==> src/core/cwrbs_pkg.sv <==
// Constants for the cold/warm reset and boot-select sequencer
// Behaviour
// - Select high: boot vector from external value
// - Select low: boot vector from on-chip storage
// - Cold reset input starts cold reset sequence
// - Cold reset waits for multiplier lock
// - Warm line assertion starts warm reset
// - Drive warm line while warm reset runs
// - Processor clock integer multiple of master
// - Output bus clock for peripheral bus
package cwrbs_pkg;
  // --------------------------------------------------------------
  // Vector layout
  // --------------------------------------------------------------
  localparam int BOOT_VEC_W = 32;
  localparam int MULT_LSB = 0;
  localparam int MULT_W = 4;
  localparam logic [BOOT_VEC_W-1:0] BOOT_VEC_RST = 32'h0000_0000;
  localparam logic [MULT_W-1:0] MULT_RST = 4'h1;
  // --------------------------------------------------------------
  // Timing
  // --------------------------------------------------------------
  localparam int CLK_PERIOD_PS = 4000;
  localparam int PLL_LOCK_NS = 100000;
  localparam int PLL_LOCK_CYC_DFLT = (PLL_LOCK_NS * 1000 + CLK_PERIOD_PS - 1) / CLK_PERIOD_PS;
  localparam int WARM_HOLD_NS = 2000;
  localparam int WARM_HOLD_CYC = (WARM_HOLD_NS * 1000 + CLK_PERIOD_PS - 1) / CLK_PERIOD_PS;
  localparam int WARM_GUARD_CYC = 4;
  localparam int CNT_W = 16;
  // --------------------------------------------------------------
  // Sequencer states
  // --------------------------------------------------------------
  typedef enum logic [2:0] {ST_COLD, ST_LOCK, ST_BOOT, ST_RUN, ST_WARM} cwrbs_state_t;

  function automatic logic [CNT_W-1:0] satDec(input logic [CNT_W-1:0] v);
    satDec = (v == '0) ? v : v - 16'h0001;
  endfunction : satDec
endpackage : cwrbs_pkg

==> src/core/cwrbs_pll_if.sv <==
// Handshake between sequencer and clock multiplier model
`timescale 1ns/1ps
interface cwrbs_pll_if;
  logic lockStart;
  logic locked;
  logic busClk;
  modport seq (output lockStart, input locked, input busClk);
  modport pll (input lockStart, output locked, output busClk);
endinterface : cwrbs_pll_if

==> src/core/cwrbs_pll_lock.sv <==
// Clock multiplier lock timer and bus clock divider
`timescale 1ns/1ps
module cwrbs_pll_lock
  import cwrbs_pkg::*;
#(
  parameter int LOCK_CYC = PLL_LOCK_CYC_DFLT
)
(
  input wire logic core_clk,
  input wire logic rst,
  cwrbs_pll_if.pll pllIf
);
  logic [CNT_W-1:0] lockCnt_q;
  logic counting_q;
  logic locked_q;
  logic busClk_q;
  wire logic lockDone = counting_q && (lockCnt_q == 16'h0000);

  assign pllIf.locked = locked_q;
  assign pllIf.busClk = busClk_q;

  // --------------------------------------------------------------
  // Lock timer
  // --------------------------------------------------------------
  always_ff @(posedge core_clk)
  begin
    if (rst || pllIf.lockStart)
    begin
      lockCnt_q <= CNT_W'(LOCK_CYC - 1);
      counting_q <= !rst;
      locked_q <= 1'b0;
    end
    else
    begin
      lockCnt_q <= satDec(lockCnt_q);
      counting_q <= counting_q && !lockDone;
      locked_q <= locked_q || lockDone;
    end
  end

  // Bus clock runs from the master clock, independent of lock state
  always_ff @(posedge core_clk)
  begin
    if (rst)
      busClk_q <= 1'b0;
    else
      busClk_q <= !busClk_q;
  end
endmodule : cwrbs_pll_lock

==> src/core/cwrbs_top.sv <==
// Cold/warm reset sequencer with boot vector source selection
`timescale 1ns/1ps
module cwrbs_top
  import cwrbs_pkg::*;
#(
  parameter int PLL_LOCK_CYC = PLL_LOCK_CYC_DFLT
)
(
  input wire logic core_clk,
  input wire logic rst,
  input wire logic coldResetN,
  input wire logic bootVectorSourceSelect,
  input wire logic [BOOT_VEC_W-1:0] extBootVector,
  input wire logic [BOOT_VEC_W-1:0] nvramBootVector,
  input wire logic softWarmReq,
  input wire logic warmResetLineNIn,
  output logic warmResetLineNOut,
  output logic warmResetLineNOe,
  output logic busClockOut,
  output logic coreResetActive,
  output logic coldResetActive,
  output logic warmResetActive,
  output logic bootVectorFromExt,
  output logic [BOOT_VEC_W-1:0] bootVector,
  output logic [MULT_W-1:0] cpuClkMult,
  output logic pllLocked
);
  cwrbs_pll_if pllIf ();

  cwrbs_pll_lock #(.LOCK_CYC(PLL_LOCK_CYC)) uPll (
    .core_clk(core_clk),
    .rst(rst),
    .pllIf(pllIf)
  );

  // --------------------------------------------------------------
  // Input synchronisers
  // --------------------------------------------------------------
  logic cold0_q;
  logic cold1_q;
  logic warm0_q;
  logic warm1_q;

  // Reset values assume a held cold reset so power-up runs the cold flow
  always_ff @(posedge core_clk)
  begin
    if (rst)
    begin
      cold0_q <= 1'b0;
      cold1_q <= 1'b0;
      warm0_q <= 1'b1;
      warm1_q <= 1'b1;
    end
    else
    begin
      cold0_q <= coldResetN;
      cold1_q <= cold0_q;
      warm0_q <= warmResetLineNIn;
      warm1_q <= warm0_q;
    end
  end

  // --------------------------------------------------------------
  // Sequencer
  // --------------------------------------------------------------
  cwrbs_state_t st_q;
  cwrbs_state_t st_d;
  logic [CNT_W-1:0] warmCnt_q;
  logic [CNT_W-1:0] guard_q;
  logic warmResetLineNOut_q;
  logic warmResetLineNOe_q;
  logic busClockOut_q;
  logic coreResetActive_q;
  logic coldResetActive_q;
  logic warmResetActive_q;
  logic bootVectorFromExt_q;
  logic [BOOT_VEC_W-1:0] bootVector_q;
  logic [MULT_W-1:0] cpuClkMult_q;
  logic pllLocked_q;

  wire logic coldHeld = !cold1_q;
  // Own drive reads back low, so the guard masks that echo after release
  wire logic lineWarm = !warm1_q && !warmResetLineNOe_q && (guard_q == 16'h0000);
  wire logic warmReq = softWarmReq || lineWarm;
  wire logic [BOOT_VEC_W-1:0] bootPick = bootVectorSourceSelect ? extBootVector : nvramBootVector;
  wire logic bootLoad = (st_q == ST_BOOT);
  wire logic warmEnter = (st_q == ST_RUN) && !coldHeld && warmReq;

  assign pllIf.lockStart = (st_q == ST_COLD) && !coldHeld;

  always_comb
  begin
    st_d = st_q;
    case (st_q)
      ST_COLD: if (!coldHeld) st_d = ST_LOCK;
      ST_LOCK:
      begin
        if (coldHeld)
          st_d = ST_COLD;
        else if (pllIf.locked)
          st_d = ST_BOOT;
      end
      ST_BOOT: st_d = coldHeld ? ST_COLD : ST_RUN;
      ST_RUN:
      begin
        if (coldHeld)
          st_d = ST_COLD;
        else if (warmReq)
          st_d = ST_WARM;
      end
      ST_WARM:
      begin
        if (coldHeld)
          st_d = ST_COLD;
        else if (warmCnt_q == 16'h0000)
          st_d = ST_RUN;
      end
      default: st_d = ST_COLD;
    endcase
  end

  always_ff @(posedge core_clk)
  begin
    if (rst)
      st_q <= ST_COLD;
    else
      st_q <= st_d;
  end

  // Warm hold and echo guard counters
  always_ff @(posedge core_clk)
  begin
    if (rst)
    begin
      warmCnt_q <= 16'h0000;
      guard_q <= 16'h0000;
    end
    else
    begin
      warmCnt_q <= warmEnter ? CNT_W'(WARM_HOLD_CYC - 1) : satDec(warmCnt_q);
      guard_q <= (st_q == ST_WARM) ? CNT_W'(WARM_GUARD_CYC) : satDec(guard_q);
    end
  end

  // --------------------------------------------------------------
  // Boot vector capture
  // --------------------------------------------------------------
  always_ff @(posedge core_clk)
  begin
    if (rst)
    begin
      bootVector_q <= BOOT_VEC_RST;
      bootVectorFromExt_q <= 1'b0;
      cpuClkMult_q <= MULT_RST;
    end
    else if (bootLoad)
    begin
      bootVector_q <= bootPick;
      bootVectorFromExt_q <= bootVectorSourceSelect;
      cpuClkMult_q <= bootPick[MULT_LSB +: MULT_W];
    end
  end

  // --------------------------------------------------------------
  // Registered outputs
  // --------------------------------------------------------------
  always_ff @(posedge core_clk)
  begin
    if (rst)
    begin
      warmResetLineNOut_q <= 1'b0;
      warmResetLineNOe_q <= 1'b0;
      busClockOut_q <= 1'b0;
      coreResetActive_q <= 1'b1;
      coldResetActive_q <= 1'b1;
      warmResetActive_q <= 1'b0;
      pllLocked_q <= 1'b0;
    end
    else
    begin
      warmResetLineNOut_q <= 1'b0;
      warmResetLineNOe_q <= (st_d == ST_WARM);
      busClockOut_q <= pllIf.busClk;
      coreResetActive_q <= (st_d != ST_RUN);
      coldResetActive_q <= (st_d == ST_COLD) || (st_d == ST_LOCK) || (st_d == ST_BOOT);
      warmResetActive_q <= (st_d == ST_WARM);
      pllLocked_q <= pllIf.locked;
    end
  end

  assign warmResetLineNOut = warmResetLineNOut_q;
  assign warmResetLineNOe = warmResetLineNOe_q;
  assign busClockOut = busClockOut_q;
  assign coreResetActive = coreResetActive_q;
  assign coldResetActive = coldResetActive_q;
  assign warmResetActive = warmResetActive_q;
  assign bootVectorFromExt = bootVectorFromExt_q;
  assign bootVector = bootVector_q;
  assign cpuClkMult = cpuClkMult_q;
  assign pllLocked = pllLocked_q;

  // --------------------------------------------------------------
  // Assertions
  // --------------------------------------------------------------
  a_ext_boot_load: assert property (@(posedge core_clk) disable iff (rst)
    bootLoad && bootVectorSourceSelect |=> bootVector_q == $past(extBootVector) && bootVectorFromExt_q)
    else $error("external boot vector not loaded");

  a_nvram_boot_load: assert property (@(posedge core_clk) disable iff (rst)
    bootLoad && !bootVectorSourceSelect |=> bootVector_q == $past(nvramBootVector) && !bootVectorFromExt_q)
    else $error("stored boot vector not loaded");

  a_cold_start_hold: assert property (@(posedge core_clk) disable iff (rst)
    $fell(cold1_q) |=> coldResetActive_q && coreResetActive_q)
    else $error("cold reset not started");

  a_lock_before_boot: assert property (@(posedge core_clk) disable iff (rst)
    (st_q == ST_LOCK) && !pllIf.locked |=> st_q != ST_BOOT && st_q != ST_RUN)
    else $error("left cold reset before lock");

  a_warm_line_start: assert property (@(posedge core_clk) disable iff (rst)
    warmEnter |=> warmResetActive_q && warmResetLineNOe_q)
    else $error("warm reset not started on request");

  a_warm_drive_hold: assert property (@(posedge core_clk) disable iff (rst)
    $rose(warmResetActive_q) |-> (warmResetLineNOe_q && !warmResetLineNOut_q)[*8])
    else $error("warm line not driven during warm reset");

  a_mult_from_vec: assert property (@(posedge core_clk) disable iff (rst)
    bootLoad |=> cpuClkMult_q == ($past(bootVectorSourceSelect) ?
      $past(extBootVector[MULT_LSB +: MULT_W]) : $past(nvramBootVector[MULT_LSB +: MULT_W])))
    else $error("multiplier not taken from boot vector");

  a_bus_clock_run: assert property (@(posedge core_clk) disable iff (rst)
    !$past(rst) ##1 !$past(rst) |-> busClockOut_q != $past(busClockOut_q))
    else $error("bus clock stalled");

  a_cold_sync_release: assert property (@(posedge core_clk) disable iff (rst)
    !coldResetN ##1 coldResetN [*3] |-> cold1_q && !$past(cold1_q))
    else $error("cold release not two-stage synchronised");
endmodule : cwrbs_top

==> config.mk <==
export PLATFORM = sky130hd
export DESIGN_NAME = cwrbs_top
export DESIGN_NICKNAME = d
export VERILOG_FILES = /design/src/core/cwrbs_pkg.sv /design/src/core/cwrbs_pll_if.sv /design/src/core/cwrbs_pll_lock.sv /design/src/core/cwrbs_top.sv
export SDC_FILE = /design/constraint.sdc
export NUM_CORES = 1
export LEC_CHECK = 0
export BUFFER_PORTS_ARGS = -buffer_cell sky130_fd_sc_hd__buf_4
export CORE_ASPECT_RATIO = 1.75
export CORE_MARGIN = 4
export CORE_UTILIZATION = 57
export DETAILED_ROUTE_END_ITERATION = 12
export PLACE_DENSITY = 0.95
export SLEW_MARGIN = 20
export SYNTH_ARGS = -nofsm -noshare
export SYNTH_HDL_FRONTEND = slang
export SYNTH_SLANG_ARGS = --single-unit
==> constraint.sdc <==
create_clock -name core_clk -period 6.6 [get_ports core_clk]
set_input_delay 0.33 -clock core_clk [delete_from_list [all_inputs] [get_ports core_clk]]
set_output_delay 0.33 -clock core_clk [all_outputs]
set_load 0.02 [all_outputs]
Yosys cells after proc, flatten, opt, wreduce, memory -nomap -nowiden
Index checks and enable logic that the tools add are counted.
{ "op_classes": {"n_addsub": 3, "n_reduce_logical": 24, "n_eq_ne": 10, "n_mux": 15} }
{ "op_table": {"columns": ["cell", "n"], "rows": [
  ["logical NOT 16 bit", 3],
  ["subtractor 16 x 1 -> 16 bit (second input constant)", 3],
  ["2-to-1 mux 32 bit", 1],
  ["2-to-1 mux 3 bit", 9],
  ["2-to-1 mux 9 bit", 2],
  ["case mux 3 bit (5 select lines)", 1],
  ["== test 3 x 2 -> 1 bit (second input constant)", 3],
  ["logical AND 1 bit", 7],
  ["== test 3 x 1 -> 1 bit (second input constant)", 2],
  ["== test 3 bit (second input constant)", 2],
  ["logical NOT 3 bit", 2],
  ["logical NOT 1 bit", 5],
  ["logical OR 1 bit", 5],
  ["!= test 2 bit (second input constant)", 2],
  ["OR reduction 2 bit", 2],
  ["!= test 3 x 2 -> 1 bit (second input constant)", 1],
  ["2-to-1 mux 2 bit", 1],
  ["2-to-1 mux 1 bit", 1]
]} }
{ "word_totals": {"reg_bits": 100, "inputBits": 70, "elab_cells": 73, "output_inout_bits": 44} }

Longest topological paths before layout
{ "logic_depth": {"word_depth": 10, "ltp_mapped": 9, "mapped_depth_nobuf": 7} }

By module
From an unflattened synthesis, not the netlist that was laid out.
{ "unflattened": {"hier_cells": 508, "hier_area_um2": 4519.3} }
{ "by_module_without_submodules": {"columns": ["mod", "instances", "cells_per_inst", "area_per_inst_um2"], "rows": [
  ["cwrbs_top", 1, 400, 3585.9],
  ["cwrbs_pll_lock", 1, 108, 933.4]
]} }

Worst setup path before layout
No wires, ideal clock.
{ "synth_timing": {"kind": "reg-to-reg", "startpoint": "reg warmCnt_q[0]", "endpoint": "reg warmCnt_q[1]", "t_arrival_ns": 2.181, "setup_time_ns": 0.070, "slack_ns": 4.349, "stages_incl_launch_ff": 10, "n_path_buf": 2, "path_cell_list": "dfxtp_1 -> inv_1 -> ha_1 -> or3b_1 -> clkbuf_1 -> or2_1 -> clkbuf_1 -> nor2_1 -> mux2_2 -> a21oi_1"} }
{ "synth_between": {"elab_chain_cells": 3} }
{ "synth_lines": {"columns": ["element", "line_no", "rtl"], "rows": [
  ["start, declared", "cwrbs_top.sv:68", "logic [CNT_W-1:0] warmCnt_q;"],
  ["start signal, assigned", "cwrbs_top.sv:140", "warmCnt_q <= warmEnter ? CNT_W'(WARM_HOLD_CYC - 1) : satDec(warmCnt_q);"],
  ["subtractor 16 x 1 -> 16 bit", "cwrbs_pkg.sv:36", "satDec = (v == '0) ? v : v - 16'h0001;"],
  ["2-to-1 mux 9 bit", "cwrbs_pkg.sv:36", null],
  ["2-to-1 mux 9 bit", "cwrbs_top.sv:140", null]
]} }
Parallel ways exist; a longest one is shown, timed or not. The select of a mux whose other input is x is not followed.
A chain may end at the register's enable or synchronous reset.

Final worst setup path
{ "layout_timing": {"startpoint": "reg uPll.lockCnt_q[0]", "endpoint": "reg uPll.lockCnt_q[14]"} }
{ "layout_between": {"elab_chain_cells": 1} }
{ "layout_lines": {"columns": ["element", "line_no", "rtl"], "rows": [
  ["start, declared", "cwrbs_pll_lock.sv:13", "logic [CNT_W-1:0] lockCnt_q;"],
  ["start signal, assigned", "cwrbs_pll_lock.sv:29", "lockCnt_q <= CNT_W'(LOCK_CYC - 1);"],
  ["start signal, assigned", "cwrbs_pll_lock.sv:35", "lockCnt_q <= satDec(lockCnt_q);"],
  ["subtractor 16 x 1 -> 16 bit or logical NOT 16 bit (tied branches)", "cwrbs_pkg.sv:36", null]
]} }
Parallel ways exist; a longest one is shown, timed or not.

==> flow_summary.ini <==
[cts]
numCtsBuffers = 9
cts_tree = built
cts_hold_repair.buffers = 0
tritoncts_num_sinks = 97
clk-insertion-delay-late_ns = 0.35
h_tree_lvl_count = 3
ctsRootBufferMaster = clkbuf_16
cts.repair_timing.setup_buffer_count = 0
cts_repair_resize_count = 0
cts.reportedPaths.clkPinSlew_ns = 0.06
cts_max_path_buffers = 2

[sta]
achievable-frequency_ghz = 0.411
unrepaired_setup_endpoints_after_global_routing = no
max_slew_margin = 0.377
timing.final.hold_violations = 0
maxSlewViolCount = 0
timing.final.crit_period_ns = 2.43
period_share = 0.368
timing.clock.skew_ns = 0.0102
setup-tns-final_ns = 0
worst-slew-pin-transition_ns = 0.926
setup_viol = 0

[critical_path]
critPathTopFamily = simple AND/OR/NAND/NOR gates
worst-path-max-fanout = 7
arrival_ns = 2.65
setup.worst_path.class = reg -> reg
critical_path_required_ns = 6.82
startpoint_type = register
timing.critical_path.to_type = register
ordered_cell_list_for_the_critical_path = inv_1 -> ha_1 -> nor3b_1 -> nand2_1 -> or3_2 -> a21oi_1 -> o21ai_0
crit_slowest_cell = nor3b_1
critical_path.max_stage_delay_ns = 0.66
reg2reg_slack_ns = 4.17
timing.critical_path.buf_inv = 1

[global_routing]
track_usage = 0.254
total_congestion_overflow = 0
grt-busiest-layer = met2
grt_pass1_vias = 4021
grt_pass1_wl_um = 18000
initial_antenna_violation_count = 0
grt_start_max_net_pins = 66
grt.met3_usage = 0.0692
grt_util_met2 = 0.456
met1_capacity_usage_during_global_routing = 0.255

[power_and_ir_drop]
power.density_nw_per_um2 = 349
total_leakage_power_nw = 2.19
power.ir.vdd_worst_v = 0.000197

[floorplanning]
starting_density = 0.592
die_width_um = 73.8
floorplan.die.height_um = 123
coreArea_sq_um = 7280
fp.dieArea_sq_um = 9080
top_level_ports = 114
number_of_cell_rows = 41

[placement]
dp.cells = 643
gpl.final_weighted_congestion = 0.825
dp_hpwl_um = 7900
numPortBuffers = 112

[logic_synthesis]
synth_edf_count = 0
synth_flop_cell = dfxtp_1
synthDominantCellAreaShare = 0.450
async_reset_ff_frac = 0
post_synth_instance_area_sq_um = 4320
syn_inst = 475
synthTopCellsByArea = dfxtp_1 (45%), mux2i_1 (7.7%), nor2_1 (6.5%)
synth_top_area_cell = dfxtp_1
number_of_nets_produced_by_synthesis = 549
postSynthRegisterBits = 97
synthesis.yosys.warnings = 0
synth_top_cells_by_count = dfxtp_1 (97), nor2_1 (75), a211oi_1 (34)
synth_cell_type_count = 53
avgSynthCellArea_sq_um = 9.09
yosys.cell_count.top_type = dfxtp_1
seq_area_frac_synth = 0.450

[route]
firstDrtPassIters = 5
route.detailed.wl_per_inst_um = 16.9
drtAntennaViolNets = 0
detail_route.vias_per_cell = 5.90
num_vias = 3882
dr.first_iter.drc_count = 327
drt-total-wl_um = 11100
detail_route.drc_violations = 0

[finish]
layout-drive-gt1-share = 0.247
antenna_cells = 0
layoutNonFillerInstCount = 658
nets = 642
area_growth_pct = 26.2

[outcome]
run_status = finished clean

[min_path]
hold_path_class = in -> reg

[job]
maxCapViolations = 0
layer usage:
| metal | up-vias | part of all wire |
|---|---|---|
| met5 | - | 0 |
| met1 | 1824 | 0.34 |
| met3 | 43 | 0.059 |
| met4 | 0 | 0.040 |
| met2 | 144 | 0.56 |
| li1 | 1871 | - |
worst register-to-register path, cell delays in order (launching register included):
cell     delay, ns
dfxtp_1       0.32
inv_1         0.09
ha_1          0.16
nor3b_1       0.66
nand2_1       0.29
or3_2         0.53
a21oi_1       0.15
o21ai_0       0.10
power breakdown:
part	switching, mW	internal, mW
clock network	0.209	0.340
logic	0.353	0.251
registers	0.0800	0.667
state kept, by name (all words and copies together) (netlist names), 3 cells and up:
register / flops
bootVector: 32
guard_q: 16
uPll.lockCnt_q: 16
warmCnt_q: 16
st_q: 3
kinds of logic (layout without fill, tap and decap cells):
logic type               count (synthesis)  in the layout  share of synthesized area
adder cells (fa/ha/maj)                  4              4                     0.0116
buffers and inverters                   41            138                     0.0418
AND/OR/NAND/NOR                        174            174                      0.209
other                                    1              1                   0.000869
multiplexers                            34             34                     0.0792
AO/OA/AOI/OAI                           97             97                      0.153
flip-flops                              97             97                      0.450
XOR/XNOR                                27             27                     0.0548
through the flow:
stage	cell area, sq um	power (mW)	utilization	hold WS [ns]	setup slack [ns]
2_1_floorplan	4320	1.20	-	0.379	4.35
3_3_place_gp	5140	1.30	0.705	0.387	4.31
3_5_place_dp	5140	1.33	0.705	0.393	4.19
4_1_cts	5450	1.90	0.748	0.168	4.17
5_1_grt	5450	2.01	0.748	0.166	3.90
6_report	5450	1.90	0.748	0.177	4.17
layout by cell type, fill, tap and decap left out, drive strengths merged, types with 5 or more instances in the layout:
master | Yosys | layout
a31oi | 6 | 6
o211ai | 6 | 6
nor3 | 13 | 13
mux2i | 33 | 33
buf | 8 | 113
or4 | 5 | 5
xnor2 | 14 | 14
nor2 | 75 | 75
clkbuf | 23 | 12
dfxtp | 97 | 97
nand3 | 6 | 6
o21ai | 10 | 10
a211oi | 34 | 34
inv | 10 | 10
nand2 | 17 | 17
or2 | 6 | 6
or3 | 11 | 11
a21oi | 20 | 20
nor4b | 5 | 5
xor2 | 13 | 13
o31ai | 9 | 9
nor2b | 8 | 8
nor4 | 7 | 7
nand2b | 7 | 7
final cells by class:
type                       count  area (sq um)
fill                         478          1840
sequential                    97          1940
inverter                      10          37.5
clock inverter                 3          65.1
clock buffer                  12           246
multi-input combinational    337          2200
tap                           86           108
timing repair buffer         113           848
final timing paths:
kind	startpoint	endpoint	cells past startpoint
setup / recovery	uPll.lockCnt_q[0]	uPll.lockCnt_q[14]	7
hold / removal	warmResetLineNIn	warm0_q	2
setup reg to reg	uPll.lockCnt_q[0]	uPll.lockCnt_q[14]	7
hold reg to reg	uPll.pllIf.busClk	uPll.pllIf.busClk	1
(Power assumes the default switching activity.)
